### src/dcs_defs.svh
// constants for the debug configuration/status register, upper half
// assumes: included by bare name from package and design files
`ifndef DCS_DEFS_SVH
`define DCS_DEFS_SVH
`define DCS_SEL_CFG 5'h00
`define DCS_SEL_TRIGDEF 5'h07
`define DCS_STATE_MSB 31
`define DCS_STATE_LSB 28
`define DCS_FAULT_BIT 27
`define DCS_TRIG_BIT 26
`define DCS_HALT_BIT 25
`define DCS_XBRK_BIT 24
`define DCS_REV_MSB 23
`define DCS_REV_LSB 20
`define DCS_TRACE_OFF_BIT 17
`define DCS_LOCK_BIT 16
`define DCS_BS_IDLE 4'h0
`define DCS_BS_WAIT1 4'h1
`define DCS_BS_HIT1 4'h2
`define DCS_BS_WAIT2 4'h5
`define DCS_BS_HIT2 4'h6
// revision code value is arbitrary
`define DCS_REV_CODE 4'h3
`define DCS_TRACE_OFF_RESET 1'b0
`define DCS_LOCK_RESET 1'b0
`define DCS_TRACE_IDLE 4'h0
`endif

### src/dcs_pkg.sv
// types for the debug configuration/status register
// assumes: dcs_defs.svh on the include path
`include "dcs_defs.svh"
package dcs_pkg;
    // one register access from either requester
    typedef struct packed {
        logic wr;
        logic rd;
        logic [4:0] sel;
        logic [31:0] data;
    } dcs_req_t;
    // trace outputs
    typedef struct packed {
        logic [3:0] status;
        logic [3:0] data;
    } dcs_trace_t;
    // debug-entry causes, one-cycle pulses
    typedef struct packed {
        logic double_fault;
        logic hw_trigger;
        logic halt_instr;
        logic external_break;
    } dcs_cause_t;
    typedef enum logic [2:0] {
        DCS_IDLE, DCS_WAIT1, DCS_HIT1, DCS_WAIT2, DCS_HIT2
    } dcs_bstate_t;
endpackage

### src/dcs_top.sv
// debug configuration/status register, upper half, with trace gating
// assumes: debug-port and processor requests arrive on core_clk, one cycle each
//
// What this block does
// state 0000 idle, 0001/0101 awaiting levels
// state 0010/0110 after level one/two fires
// trigger-definition write or final-level read clears state
// state read-only, debug port only
// double fault sets bit 27, read clears
// hw trigger sets bit 26, cleared variously
// halt instruction sets bit 25, cleared variously
// external break sets bit 24, cleared variously
// fixed revision in 23:20, debug port only
// bit 17 quiets status and data trace
// trace clock follows only clock-off setting
// bit 16 blocks all processor writes
// only debug port changes the lock
// processor writes only; debug port reads/writes
// selected as debug register 0x00
// debug port uses five-bit register select
// bits 19:18 read as zero
`timescale 1ns/100ps
`default_nettype none
`include "dcs_defs.svh"
module dcs_top (
    input wire logic core_clk,
    input wire logic reset_n,
    input wire dcs_pkg::dcs_req_t port_req,
    input wire dcs_pkg::dcs_req_t cpu_req,
    input wire logic cpu_supervisor,
    input wire logic resume_cmd,
    input wire dcs_pkg::dcs_cause_t cause,
    input wire logic bp_level1_enable,
    input wire logic bp_level2_enable,
    input wire logic bp_level1_hit,
    input wire logic bp_level2_hit,
    input wire dcs_pkg::dcs_trace_t trace_in,
    input wire logic trace_clock_in,
    input wire logic trace_clock_off,
    output logic [31:0] port_rdata,
    output logic port_rvalid,
    output logic cpu_write_blocked,
    output logic trace_output_disable,
    output logic processor_write_lock,
    output dcs_pkg::dcs_trace_t trace_out,
    output logic trace_clock
);
    import dcs_pkg::*;

    // ****************************************
    // access decode
    // ****************************************
    logic port_rd_cfg, port_wr_cfg, cpu_wr_cfg, trigdef_wr, cpu_ok;
    logic [31:0] read_word;
    // decode one select against a register number
    function automatic logic hits(input logic [4:0] sel, input logic [4:0] reg_no);
        return sel == reg_no;
    endfunction
    // processor writes need supervisor mode and no lock
    assign cpu_ok = cpu_req.wr & cpu_supervisor & ~processor_write_lock;
    assign cpu_write_blocked = cpu_req.wr & cpu_supervisor & processor_write_lock;
    assign port_rd_cfg = port_req.rd & hits(port_req.sel, `DCS_SEL_CFG);
    assign port_wr_cfg = port_req.wr & hits(port_req.sel, `DCS_SEL_CFG);
    assign cpu_wr_cfg = cpu_ok & hits(cpu_req.sel, `DCS_SEL_CFG);
    assign trigdef_wr = (port_req.wr & hits(port_req.sel, `DCS_SEL_TRIGDEF))
        | (cpu_ok & hits(cpu_req.sel, `DCS_SEL_TRIGDEF));

    // ****************************************
    // breakpoint sequencing state
    // ****************************************
    dcs_bstate_t bstate, next_bstate;
    logic [3:0] state_code;
    // state never takes write data; only hits, enables and clears move it
    always_comb begin
        next_bstate = bstate;
        case (bstate)
            DCS_IDLE: begin
                if (bp_level1_enable) begin
                    next_bstate = DCS_WAIT1;
                end
            end
            DCS_WAIT1: begin
                if (bp_level1_hit) begin
                    next_bstate = bp_level2_enable ? DCS_WAIT2 : DCS_HIT1;
                end
            end
            DCS_WAIT2: begin
                if (bp_level2_hit) begin
                    next_bstate = DCS_HIT2;
                end
            end
            DCS_HIT1: begin
                if (port_rd_cfg) begin
                    next_bstate = DCS_IDLE;
                end
            end
            DCS_HIT2: begin
                if (port_rd_cfg) begin
                    next_bstate = DCS_IDLE;
                end
            end
            default: begin
                next_bstate = DCS_IDLE;
            end
        endcase
        if (trigdef_wr) begin
            next_bstate = DCS_IDLE;
        end
    end
    always_ff @(posedge core_clk or negedge reset_n) begin
        if (!reset_n) begin
            bstate <= DCS_IDLE;
        end else begin
            bstate <= next_bstate;
        end
    end
    // encoding seen on the debug port
    always_comb begin
        case (bstate)
            DCS_WAIT1: state_code = `DCS_BS_WAIT1;
            DCS_HIT1: state_code = `DCS_BS_HIT1;
            DCS_WAIT2: state_code = `DCS_BS_WAIT2;
            DCS_HIT2: state_code = `DCS_BS_HIT2;
            default: state_code = `DCS_BS_IDLE;
        endcase
    end

    // ****************************************
    // debug-entry cause flags
    // ****************************************
    logic fault_flag, trig_flag, hlt, xbrk, go_clear;
    assign go_clear = port_rd_cfg | resume_cmd;
    dcs_flag u_fault (.core_clk(core_clk), .reset_n(reset_n), .set(cause.double_fault),
        .clear(port_rd_cfg), .flag(fault_flag));
    dcs_flag u_trig (.core_clk(core_clk), .reset_n(reset_n), .set(cause.hw_trigger),
        .clear(go_clear), .flag(trig_flag));
    dcs_flag u_hlt (.core_clk(core_clk), .reset_n(reset_n), .set(cause.halt_instr),
        .clear(go_clear), .flag(hlt));
    dcs_flag u_xbrk (.core_clk(core_clk), .reset_n(reset_n), .set(cause.external_break),
        .clear(go_clear), .flag(xbrk));

    // ****************************************
    // writable control bits
    // ****************************************
    logic next_trace_off, next_lock;
    // debug port wins over a same-cycle processor write
    always_comb begin
        next_trace_off = trace_output_disable;
        next_lock = processor_write_lock;
        if (port_wr_cfg) begin
            next_trace_off = port_req.data[`DCS_TRACE_OFF_BIT];
            next_lock = port_req.data[`DCS_LOCK_BIT];
        end else if (cpu_wr_cfg) begin
            next_trace_off = cpu_req.data[`DCS_TRACE_OFF_BIT];
        end
    end
    always_ff @(posedge core_clk or negedge reset_n) begin
        if (!reset_n) begin
            trace_output_disable <= `DCS_TRACE_OFF_RESET;
            processor_write_lock <= `DCS_LOCK_RESET;
        end else begin
            trace_output_disable <= next_trace_off;
            processor_write_lock <= next_lock;
        end
    end

    // ****************************************
    // debug-port read data
    // ****************************************
    // processor side has no read path at all
    always_comb begin
        read_word = '0;
        read_word[`DCS_STATE_MSB:`DCS_STATE_LSB] = state_code;
        read_word[`DCS_FAULT_BIT] = fault_flag;
        read_word[`DCS_TRIG_BIT] = trig_flag;
        read_word[`DCS_HALT_BIT] = hlt;
        read_word[`DCS_XBRK_BIT] = xbrk;
        read_word[`DCS_REV_MSB:`DCS_REV_LSB] = `DCS_REV_CODE;
        read_word[`DCS_TRACE_OFF_BIT] = trace_output_disable;
        read_word[`DCS_LOCK_BIT] = processor_write_lock;
    end
    always_ff @(posedge core_clk or negedge reset_n) begin
        if (!reset_n) begin
            port_rdata <= '0;
            port_rvalid <= 1'b0;
        end else begin
            port_rdata <= port_rd_cfg ? read_word : '0;
            port_rvalid <= port_rd_cfg;
        end
    end

    // ****************************************
    // trace outputs
    // ****************************************
    dcs_trace_gate u_gate (.core_clk(core_clk), .reset_n(reset_n),
        .disable_trace(trace_output_disable), .trace_in(trace_in), .trace_out(trace_out));
    // clock gate ignores the trace disable on purpose
    assign trace_clock = trace_clock_in & ~trace_clock_off;
endmodule
`default_nettype wire

### src/dcs_flag.sv
// one sticky debug-entry flag
// assumes: core_clk domain, set wins over clear
`timescale 1ns/100ps
`default_nettype none
module dcs_flag (
    input wire logic core_clk,
    input wire logic reset_n,
    input wire logic set,
    input wire logic clear,
    output logic flag
);
    logic next_flag;
    // set wins so a cause seen during a read is kept
    always_comb begin
        next_flag = set | (flag & ~clear);
    end
    always_ff @(posedge core_clk or negedge reset_n) begin
        if (!reset_n) begin
            flag <= 1'b0;
        end else begin
            flag <= next_flag;
        end
    end
endmodule
`default_nettype wire

### src/dcs_trace_gate.sv
// trace output gating
// assumes: trace source on core_clk; trace clock handled elsewhere
`timescale 1ns/100ps
`default_nettype none
module dcs_trace_gate (
    input wire logic core_clk,
    input wire logic reset_n,
    input wire logic disable_trace,
    input wire dcs_pkg::dcs_trace_t trace_in,
    output dcs_pkg::dcs_trace_t trace_out
);
    import dcs_pkg::*;
    dcs_trace_t next_trace;
    // quiescent value while disabled
    always_comb begin
        if (disable_trace) begin
            next_trace.status = `DCS_TRACE_IDLE;
            next_trace.data = `DCS_TRACE_IDLE;
        end else begin
            next_trace = trace_in;
        end
    end
    always_ff @(posedge core_clk or negedge reset_n) begin
        if (!reset_n) begin
            trace_out <= '0;
        end else begin
            trace_out <= next_trace;
        end
    end
endmodule
`default_nettype wire

### config.mk
export PLATFORM = sky130hd
export DESIGN_NAME = dcs_top
export DESIGN_NICKNAME = d
export VERILOG_FILES = /design/src/dcs_pkg.sv /design/src/dcs_top.sv /design/src/dcs_flag.sv /design/src/dcs_trace_gate.sv
export VERILOG_INCLUDE_DIRS = /design/src /design/src/src
export SDC_FILE = /design/constraint.sdc
export NUM_CORES = 1
export LEC_CHECK = 0
export BUFFER_PORTS_ARGS = -buffer_cell sky130_fd_sc_hd__buf_2
export CORE_ASPECT_RATIO = 1.2
export CORE_UTILIZATION = 36
export DETAILED_ROUTE_END_ITERATION = 8
export PLACE_DENSITY = 0.85
export SETUP_SLACK_MARGIN = 0.05
export SYNTH_ARGS = -nofsm -noshare
export SYNTH_HDL_FRONTEND = slang
export SYNTH_SLANG_ARGS = --single-unit
### constraint.sdc
create_clock -name core_clk -period 2.6 [get_ports core_clk]
set_input_delay 0.26 -clock core_clk [delete_from_list [all_inputs] [get_ports core_clk]]
set_output_delay 0.26 -clock core_clk [all_outputs]
set_load 0.05 [all_outputs]
==> flow_summary.yaml, run 1 <==
route:
  vias: 937
  wirelength_um: 2150
  wl_per_cell_um: 10.2
  dr.pass1.iters: 2
  vias_per_cell: 4.46
  drtIter0Drc: 13
  ant_nets: 0
  drcViolationCount: 0
pwr:
  switching_power_mw: 0.442
  p_seq_share_pct: 47.0
  p_per_area_nw_per_um2: 724
  internal-power_mw: 0.692
  p_sw_share_pct: 39.0
  peakVddDrop_uv: 318
  leakage_nw: 0.882
  clkPwrFrac_pct: 19.8
  combPwrFrac_pct: 33.2
  totalPowerFinal_mw: 1.13
cts:
  cts_tree: "done"
  root_buffer: "clkbuf_8"
  clk_latency_ps: 260
  htreeDepth: 1
  cts_resized: 0
  clk_path_buf_depth: 2
  cts_hold_buffers: 0
  postCtsSetupBuffers: 0
  clk_pin_slew_ps: 90
  cts_sinks: 27
  cts_made_buffers: 3
worst_setup_path:
  crit_fanout: 11
  critical_path_class: "reg2out"
  critPathLaunchType: "flip-flop"
  slowest_delay_ps: 540
  worstPathArrival_ps: 1130
  critPathLaunch: "trace_output_disable$_DFFE_PN0P_"
  slowest_stage: "dfrtp_1"
  crit_chain: "buf_2"
  end_kind: "output pin"
  r2r_start: "processor_write_lock$_DFFE_PN0P_"
  critPathRequiredTime_ps: 2340
  worst-path-buf-inv: 1
  critPathTopFamily: "flip-flops"
flow_run:
  timing.max_cap.violations: 0
timing:
  setup_tns_ps: 0
  min_period_ps: 1390
  finalCritPeriodShare_pct: 53.5
  fmax_mhz: 719
  drv_slew: 0
  fin_skew_ps: 2.92
  finalSetupViolations: 0
  timing.final.ws_setup_ps: 1210
  whs_ps: -12.6
  rsz0062_at_grt: "false"
  tightest_slew_ps: 588
  hold_viol: 27
  max-slew-margin-rel_pct: 60.8
floorplanning:
  boundaryPins: 145
  die-area_um2: 3770
  core_um2: 3370
  fp.dieH_um: 67.1
  start_util_pct: 37.8
  die_width_um: 56.2
  core.rowCount: 23
cells_and_area:
  regMostFlops: "port_rdata"
  final_nets: 274
  top_regs: "port_rdata x10, u_gate.trace_out x8, bstate x3"
  nFillCells: 333
  largest_register_ffs: 10
  synthToLayoutAreaGrowth_pct: 23.2
  final_util_pct: 46.5
  drive_above_1_share_pct: 43.9
  antenna_cells: 0
synth:
  synth_cell_types: 31
  yosys.area.top_type: "dfrtp_1"
  syn_inst: 112
  avgSynthCellArea_um2: 11.4
  synth.area.top_cells: "dfrtp_1 53%, buf_4 14%, nor2b_1 5.9%"
  synth_area_um2: 1270
  synth_top_area_share_pct: 53.1
  seq_area_frac_synth_pct: 53.1
  ys_ff_latch: 27
  yosys_warnings: 0
placed_design:
  dp_hpwl_um: 1740
  dp_slack_ps: 1320
  gp_congestion: 0.689
  port_buffers: 61
outcome:
  status: "finished, violations left"
  violations: "negative hold slack"
global_route:
  gr-usage-met1_pct: 13.2
  grt_antenna_before_repair: 0
  track_usage_pct: 11.9
  grt_use_met2_pct: 22.9
  grt.met3_usage_pct: 1.17
  grt_pass1_wl_um: 3520
  overflow: 0
  grt_start_max_net_pins: 28
  grt_pass1_vias: 857
  top_usage_layer: "met2"
hold_path:
  hp-class: "in2async"
## Yosys cell counts
master / number
and2_1: 6
a21o_1: 4
xnor2_1: 1
nor3_4: 1
buf_2: 1
and3_1: 4
inv_1: 2
a21oi_1: 4
nand3_1: 1
nand4_1: 1
inv_2: 1
a21boi_2: 1
nor2b_1: 12
a211oi_1: 1
a211oi_2: 1
nand3_2: 1
buf_4: 23
nor3_1: 5
o21ai_0: 2
nor2_1: 3
and3_4: 1
conb_1: 1
clkinv_2: 1
nor2_2: 1
mux2_4: 1
nor3b_2: 1
o311a_1: 1
mux2i_1: 1
nand2_1: 1
nand3_4: 1
dfrtp_1: 27
## cell families after synthesis
kind of cell | after synthesis | synth area share [%]
compound gates | 14 | 7.97
simple gates | 39 | 20.7
buf+inv | 28 | 15.3
mux | 2 | 1.97
other cells | 1 | 0.295
flops | 27 | 53.1
xor+xnor | 1 | 0.689
## metrics by stage
step	instance area, µm²	instances
6_report	1570	210
5_1_grt	1570	210
4_1_cts	1570	210
3_5_place_dp	1520	206
3_3_place_gp	1520	206
2_1_floorplan	1350	132
## path summary, 6_finish.rpt
| check | end | slack, ps | cells after the start |
|---|---|---|---|
| worst min register to register | u_fault.flag$_DFF_PN0_ | 470 | 1 |
| worst min-delay path | port_rdata[26]$_DFF_PN0_ | -10 | 1 |
| worst max-delay path | trace_output_disable | 1210 | 1 |
| max in group asynchronous | port_rdata[16]$_DFF_PN0_ | 2230 | 1 |
| worst max register to register | bstate[1]$_DFFE_PN0P_ | 1330 | 4 |
| min in group core_clk | u_trig.flag$_DFF_PN0_ | 170 | 2 |
## layout by cell type (no fill, tap or decap), drive strengths merged
master / instances
buf: 61
dfrtp: 27
conb: 21
nor2b: 12
and2: 6
nor3: 6
and3: 5
a21oi: 4
a21o: 4
nor2: 4
clkbuf: 3
inv: 3
nand3: 3
clkinv: 2
o21ai: 2
a211oi: 2
xnor2: 1
nor3b: 1
nand2: 1
nand4: 1
mux2i: 1
mux2: 1
a21boi: 1
o311a: 1
## final cells by class
type	count	area, µm²	share of cell area [%]
flip-flops and latches	27	676	43.1
inverters	4	16.3	1.04
well taps	37	46.3	2.96
multi-input cells	77	477	30.4
clock buffers	3	41.3	2.64
clock inverters	1	5.00	0.319
repair buffers	61	305	19.5
## power by group through the flow
| stage | clock [mW] | sequential (mW) | combinational (mW) |
|---|---|---|---|
| finish | 0.225 | 0.533 | 0.376 |
| global route | 0.252 | 0.545 | 0.405 |
| CTS | 0.237 | 0.534 | 0.380 |
| detailed placement | 0 | 0.542 | 0.379 |
| global placement | 0 | 0.538 | 0.374 |
| floorplan | 0 | 0.621 | 0.231 |
## routing by layer
metal  routed length [µm]  vias up
li1                     -      448
met1                  770      432
met2                 1180       55
met3                  168        2
met4                   25        0
met5                    0        -
No activity file was read; power rests on OpenSTA's default activity.
==> run 2, diff against run 1 <==
--- a/config.mk
+++ b/config.mk
@@ -8,9 +8,9 @@
 export LEC_CHECK = 0
 export BUFFER_PORTS_ARGS = -buffer_cell sky130_fd_sc_hd__buf_2
 export CORE_ASPECT_RATIO = 1.2
-export CORE_UTILIZATION = 36
+export CORE_UTILIZATION = 33
 export DETAILED_ROUTE_END_ITERATION = 8
-export PLACE_DENSITY = 0.85
+export PLACE_DENSITY = 0.79
 export SETUP_SLACK_MARGIN = 0.05
 export SYNTH_ARGS = -nofsm -noshare
 export SYNTH_HDL_FRONTEND = slang
==> constraint.sdc (replaced) <==
create_clock -name core_clk -period 1.3 [get_ports core_clk]
set_input_delay 0.13 -clock core_clk [delete_from_list [all_inputs] [get_ports core_clk]]
set_output_delay 0.13 -clock core_clk [all_outputs]
set_load 0.05 [all_outputs]
==> flow_summary.yaml, run 2 (synthesized netlist as in run 1, its figures left out) <==
timing:
  setup_tns_ps: 0
  whs_ps: 42.0
  tightest_slew_ps: 585
  rsz0062_at_grt: "true"
  hold_viol: 0
  max-slew-margin-rel_pct: 61.0
  finalCritPeriodShare_pct: 92.5
  drv_slew: 0
  finalSetupViolations: 0
  min_period_ps: 1200
  fmax_mhz: 832
  fin_skew_ps: 2.58
  timing.final.ws_setup_ps: 97.4
pwr:
  leakage_nw: 0.890
  internal-power_mw: 1.41
  switching_power_mw: 0.898
  p_per_area_nw_per_um2: 1430
  p_sw_share_pct: 39.0
  clkPwrFrac_pct: 19.7
  p_seq_share_pct: 46.3
  combPwrFrac_pct: 34.0
  peakVddDrop_uv: 381
  totalPowerFinal_mw: 2.30
outcome:
  status: "completed"
worst_setup_path:
  worstPathArrival_ps: 1070
  critical_path_class: "reg2out"
  critPathLaunchType: "flip-flop"
  end_kind: "output pin"
  slowest_stage: "dfrtp_2"
  slowest_delay_ps: 450
  critPathRequiredTime_ps: 1170
  crit_fanout: 5
  crit_chain: "and3_1, clkbuf_4"
placed_design:
  dp_slack_ps: 108
  dp_hpwl_um: 1840
  dp.cells: 222
  post_dp_cell_area_um2: 1550
  port_buffers: 61
  gp_congestion: 0.811
cells_and_area:
  nFillCells: 369
  synthToLayoutAreaGrowth_pct: 27.1
  instances_no_fill: 227
  design_area_um2: 1620
  final_nets: 276
  regMostFlops: "port_rdata"
  antenna_cells: 0
  largest_register_ffs: 10
  final_util_pct: 44.1
  final_cell_mix: "59 x buf_2, 25 x dfrtp_1, 21 x conb_1, 12 x nor2b_1, 6 x and2_1"
  regArea_um2: 678
  final_common_cell: "buf_2"
  multiInputGateArea_um2: 482
  drive_above_1_share_pct: 45.7
  top_regs: "port_rdata x10, u_gate.trace_out x8, bstate x3"
global_route:
  grt_pass1_wl_um: 3620
  grt_pass1_vias: 861
  grt_antenna_before_repair: 0
  grt_start_max_net_pins: 28
  overflow: 0
  track_usage_pct: 11.8
cts:
  root_buffer: "clkbuf_8"
  htreeDepth: 1
  cts_sinks: 27
  cts_made_buffers: 3
  clk_pin_slew_ps: 90
  clk_latency_ps: 260
  cts_tree: "done"
  clk_path_buf_depth: 2
floorplanning:
  core.rowCount: 24
  core_um2: 3660
  start_util_pct: 34.7
  die_width_um: 58.7
  boundaryPins: 145
  die-area_um2: 4110
  fp.dieH_um: 70.0
route:
  wl_per_cell_um: 9.97
  dr.pass1.iters: 2
  vias_per_cell: 4.19
  vias: 950
  ant_nets: 0
  drtIter0Drc: 33
  drcViolationCount: 0
  wirelength_um: 2260
hold_path:
  hp-class: "in2reg"
flow_run:
  timing.max_cap.violations: 0
## run 2: cell types whose count changed in the layout (fill, tap and decap cells not counted), moves of 2 or more
cell	change
dfrtp_1	-2
buf_2	-2
dfrtp_2	+2
clkbuf_4	+2
## run 2: worst paths after layout
path | start | to | slack, ps | cells past startpoint
worst min-delay path | cause[2] | u_trig.flag$_DFF_PN0_ | 40 | 2
min in group asynchronous | reset_n | port_rdata[27]$_DFF_PN0_ | 400 | 2
max in group asynchronous | reset_n | processor_write_lock$_DFFE_PN0P_ | 480 | 2
worst max-delay path | processor_write_lock$_DFFE_PN0P_ | cpu_write_blocked | 100 | 2
worst min register to register | u_xbrk.flag$_DFF_PN0_ | u_xbrk.flag$_DFF_PN0_ | 480 | 1
worst max register to register | processor_write_lock$_DFFE_PN0P_ | bstate[1]$_DFFE_PN0P_ | 100 | 4
## run 2: cell type report
| type | count | area share (%) |
|---|---|---|
| Tap cell | 52 | 4.03 |
| Clock buffer | 3 | 2.56 |
| Clock inverter | 1 | 0.310 |
| Inverter | 4 | 1.01 |
| Multi-Input combinational cell | 77 | 29.8 |
| Timing Repair Buffer | 63 | 20.3 |
| Sequential cell | 27 | 42.0 |
## run 2: routing by layer
metal	track usage, %	wire length [µm]
met5	0	0
met4	8.47	68
met3	0.926	158
met2	20.1	1090
met1	13.6	942
## run 2: worst max-delay path, delay by kind of cell, from the launching register on
kind,cells,cell delay [ps]
flops,1,450
simple gates,1,160
buf+inv,1,200
## run 2: repair_timing
action / CTS / global route
hold buffers: 1 / 0
endpoints found under the hold margin: 27 / 0
setup buffers: 0 / 0
resized for setup: 0 / 3
setup endpoints to repair: 0 / 3
## run 2: power groups by stage
stage          logic, mW  registers (mW)  clock network (mW)
2_1_floorplan      0.463            1.24                   0
3_3_place_gp       0.764            1.08                   0
3_5_place_dp       0.782            1.08                   0
4_1_cts            0.784            1.06               0.475
5_1_grt            0.844            1.09               0.499
6_report           0.783            1.07               0.455
==> run 3, diff against run 2 <==
--- a/config.mk
+++ b/config.mk
@@ -6,11 +6,12 @@
 export SDC_FILE = /design/constraint.sdc
 export NUM_CORES = 1
 export LEC_CHECK = 0
+export ABC_AREA = 1
 export BUFFER_PORTS_ARGS = -buffer_cell sky130_fd_sc_hd__buf_2
 export CORE_ASPECT_RATIO = 1.2
-export CORE_UTILIZATION = 33
+export CORE_UTILIZATION = 34
 export DETAILED_ROUTE_END_ITERATION = 8
-export PLACE_DENSITY = 0.79
+export PLACE_DENSITY = 0.8
 export SETUP_SLACK_MARGIN = 0.05
 export SYNTH_ARGS = -nofsm -noshare
 export SYNTH_HDL_FRONTEND = slang
==> flow_summary.yaml, run 3 <==
outcome:
  status: "completed"
cts:
  clk_pin_slew_ps: 90
  cts_sinks: 27
  cts_tree: "done"
  root_buffer: "clkbuf_8"
  clk_latency_ps: 270
  clk_path_buf_depth: 2
  htreeDepth: 1
  cts_made_buffers: 3
pwr:
  p_seq_share_pct: 39.3
  switching_power_mw: 1.15
  p_per_area_nw_per_um2: 1610
  leakage_nw: 1.05
  combPwrFrac_pct: 44.0
  p_sw_share_pct: 41.8
  peakVddDrop_uv: 577
  clkPwrFrac_pct: 16.8
  internal-power_mw: 1.60
hold_path:
  hp-class: "in2reg"
  holdPathStages: 3
  min_to: "u_gate.trace_out[4]$_DFF_PN0_"
  hold_start: "trace_in[4]"
synth:
  seq_area_frac_synth_pct: 51.0
  synth_cell_types: 22
  synth_area_um2: 1320
  yosys_warnings: 0
  ys.flop_type: "dfrtp_1"
  synthArstFlopShare_pct: 100
  ys_ff_latch: 27
  synth_common_cells: "28 x nor2_1, 27 x dfrtp_1, 25 x inv_1"
  synth_top_area_share_pct: 51.0
  avgSynthCellArea_um2: 8.60
  synth.area.top_cells: "dfrtp_1 51%, buf_4 13%, nor2_1 7.9%"
  synth_edf_count: 0
  syn_inst: 154
  synth_most_common_cell: "nor2_1"
  yosys.area.top_type: "dfrtp_1"
timing:
  max-slew-margin-rel_pct: 60.6
  finalSetupViolations: 0
  fmax_mhz: 791
  hold_viol: 0
  fin_skew_ps: 5.00
  drv_slew: 0
  tightest_slew_ps: 591
  finalCritPeriodShare_pct: 97.3
  setup_tns_ps: 0
  whs_ps: 55.5
  min_period_ps: 1260
  rsz0062_at_grt: "true"
global_route:
  track_usage_pct: 13.0
  overflow: 0
  gr-usage-met1_pct: 15.3
  grt_pass1_vias: 1024
  grt_antenna_before_repair: 0
  top_usage_layer: "met2"
  grt_use_met2_pct: 22.3
  grt_start_max_net_pins: 28
  grt_pass1_wl_um: 4130
  grt.met3_usage_pct: 2.22
route:
  wl_per_cell_um: 9.14
  drcViolationCount: 0
  dr.pass1.iters: 3
  ant_nets: 0
  wirelength_um: 2500
  drtIter0Drc: 10
  vias_per_cell: 4.05
  vias: 1109
cells_and_area:
  top_regs: "port_rdata x10, u_gate.trace_out x8, bstate x3"
  largest_register_ffs: 10
  antenna_cells: 0
  final_cell_mix: "60 x buf_2, 27 x nor2_1, 25 x dfrtp_1, 24 x inv_1, 21 x conb_1"
  multiInputGateArea_um2: 457
  regArea_um2: 678
  instances_no_fill: 274
  nFillCells: 367
  regMostFlops: "port_rdata"
  synthToLayoutAreaGrowth_pct: 29.4
  final_util_pct: 46.4
  final_nets: 323
  final_common_cell: "buf_2"
  design_area_um2: 1710
  drive_above_1_share_pct: 38.7
worst_setup_path:
  crit_fanout: 3
  r2r-end: "bstate[2]$_DFFE_PN0P_"
  critical_path_class: "reg2reg"
  worstPathArrival_ps: 1430
  slowest_stage: "dfrtp_1"
  critPathLaunchType: "flip-flop"
  r2r_slack_ps: 40
  worst-path-buf-inv: 2
  rr_worst_depth: 7
  critPathLaunch: "bstate[0]$_DFFE_PN0P_"
  crit_path_frequent_cell: "buf_4"
  critPathTopFamily: "flip-flops"
  end_kind: "flip-flop"
  crit_chain: "buf_4, nand3_2, nor2_2, nor2_4, buf_4, a21oi_1, nor2_1"
  r2r_start: "bstate[0]$_DFFE_PN0P_"
  critPathRequiredTime_ps: 1460
  slowest_delay_ps: 440
placed_design:
  port_buffers: 61
  dp_hpwl_um: 1980
  post_dp_cell_area_um2: 1610
  gp_congestion: 0.771
  dp.cells: 264
floorplanning:
  core_um2: 3690
  core.rowCount: 24
  start_util_pct: 35.8
  fp.dieH_um: 70.4
  die-area_um2: 4150
  die_width_um: 59.0
  boundaryPins: 145
flow_run:
  timing.max_cap.violations: 0
run 3: worst register-to-register path: cells and delay by family, from the launching register on:
kind,cells,cell delay [ps]
DFF,1,440
and+or+nand+nor,4,340
buffers and inverters,2,280
AOI/OAI and AO/OA,1,110
run 3: logic make-up (layout without fill, tap and decap cells):
group / Yosys count / count (layout) / synth area share, %
simple gates: 64 / 64 / 22.7
other cells: 1 / 21 / 0.283
flops: 27 / 27 / 51.0
compound gates: 11 / 11 / 4.91
buf+inv: 51 / 99 / 21.1
run 3: worst max-delay path by stage:
stage | slack (ps) | depth (start not counted) | endpoint
floorplan | 60 | 2 | cpu_write_blocked
global placement | 60 | 8 | bstate[0]$_DFFE_PN0P_
detailed placement | 40 | 8 | bstate[0]$_DFFE_PN0P_
CTS | 50 | 8 | bstate[0]$_DFFE_PN0P_
global route | -60 | 8 | bstate[1]$_DFFE_PN0P_
finish | 40 | 7 | bstate[2]$_DFFE_PN0P_
run 3: power by group through the flow:
stage                     Combinational (mW)  Clock (mW)  Sequential, mW
after floorplan                        0.721           0            1.24
after global placement                  1.05           0            1.07
after detailed placement                1.07           0            1.08
after CTS                               1.08       0.482            1.07
after global routing                    1.35       0.520            1.10
final                                   1.21       0.461            1.08
run 3: final cells by class:
type                            instances  area share, %
Multi-Input combinational cell         96           26.7
Timing Repair Buffer                   69           21.6
Tap cell                               52           3.80
Clock buffer                            4           2.63
Sequential cell                        27           39.6
Inverter                               26           5.70
run 3: through the flow:
step | power [mW] | worst slack (ps)
after floorplan | 1.96 | 60.0
after global placement | 2.12 | 64.6
after detailed placement | 2.15 | 42.3
after CTS | 2.63 | 54.4
after global routing | 2.96 | -64.5
final | 2.75 | 35.7
run 3: layer usage:
| metal | vias to the layer above | share of wire [%] |
|---|---|---|
| met4 | 0 | 1.1 |
| met3 | 2 | 9.0 |
| li1 | 558 | - |
| met1 | 481 | 45 |
| met5 | - | 0 |
| met2 | 68 | 45 |
run 3: timing repair:
item                                    4_1_cts  5_1_grt
gates resized for setup                       2        3
hold buffers                                  1        0
endpoints found under the hold margin        27        0
buffers inserted                              0        5
endpoints found under the setup margin        2        4
pin swaps                                     0        1
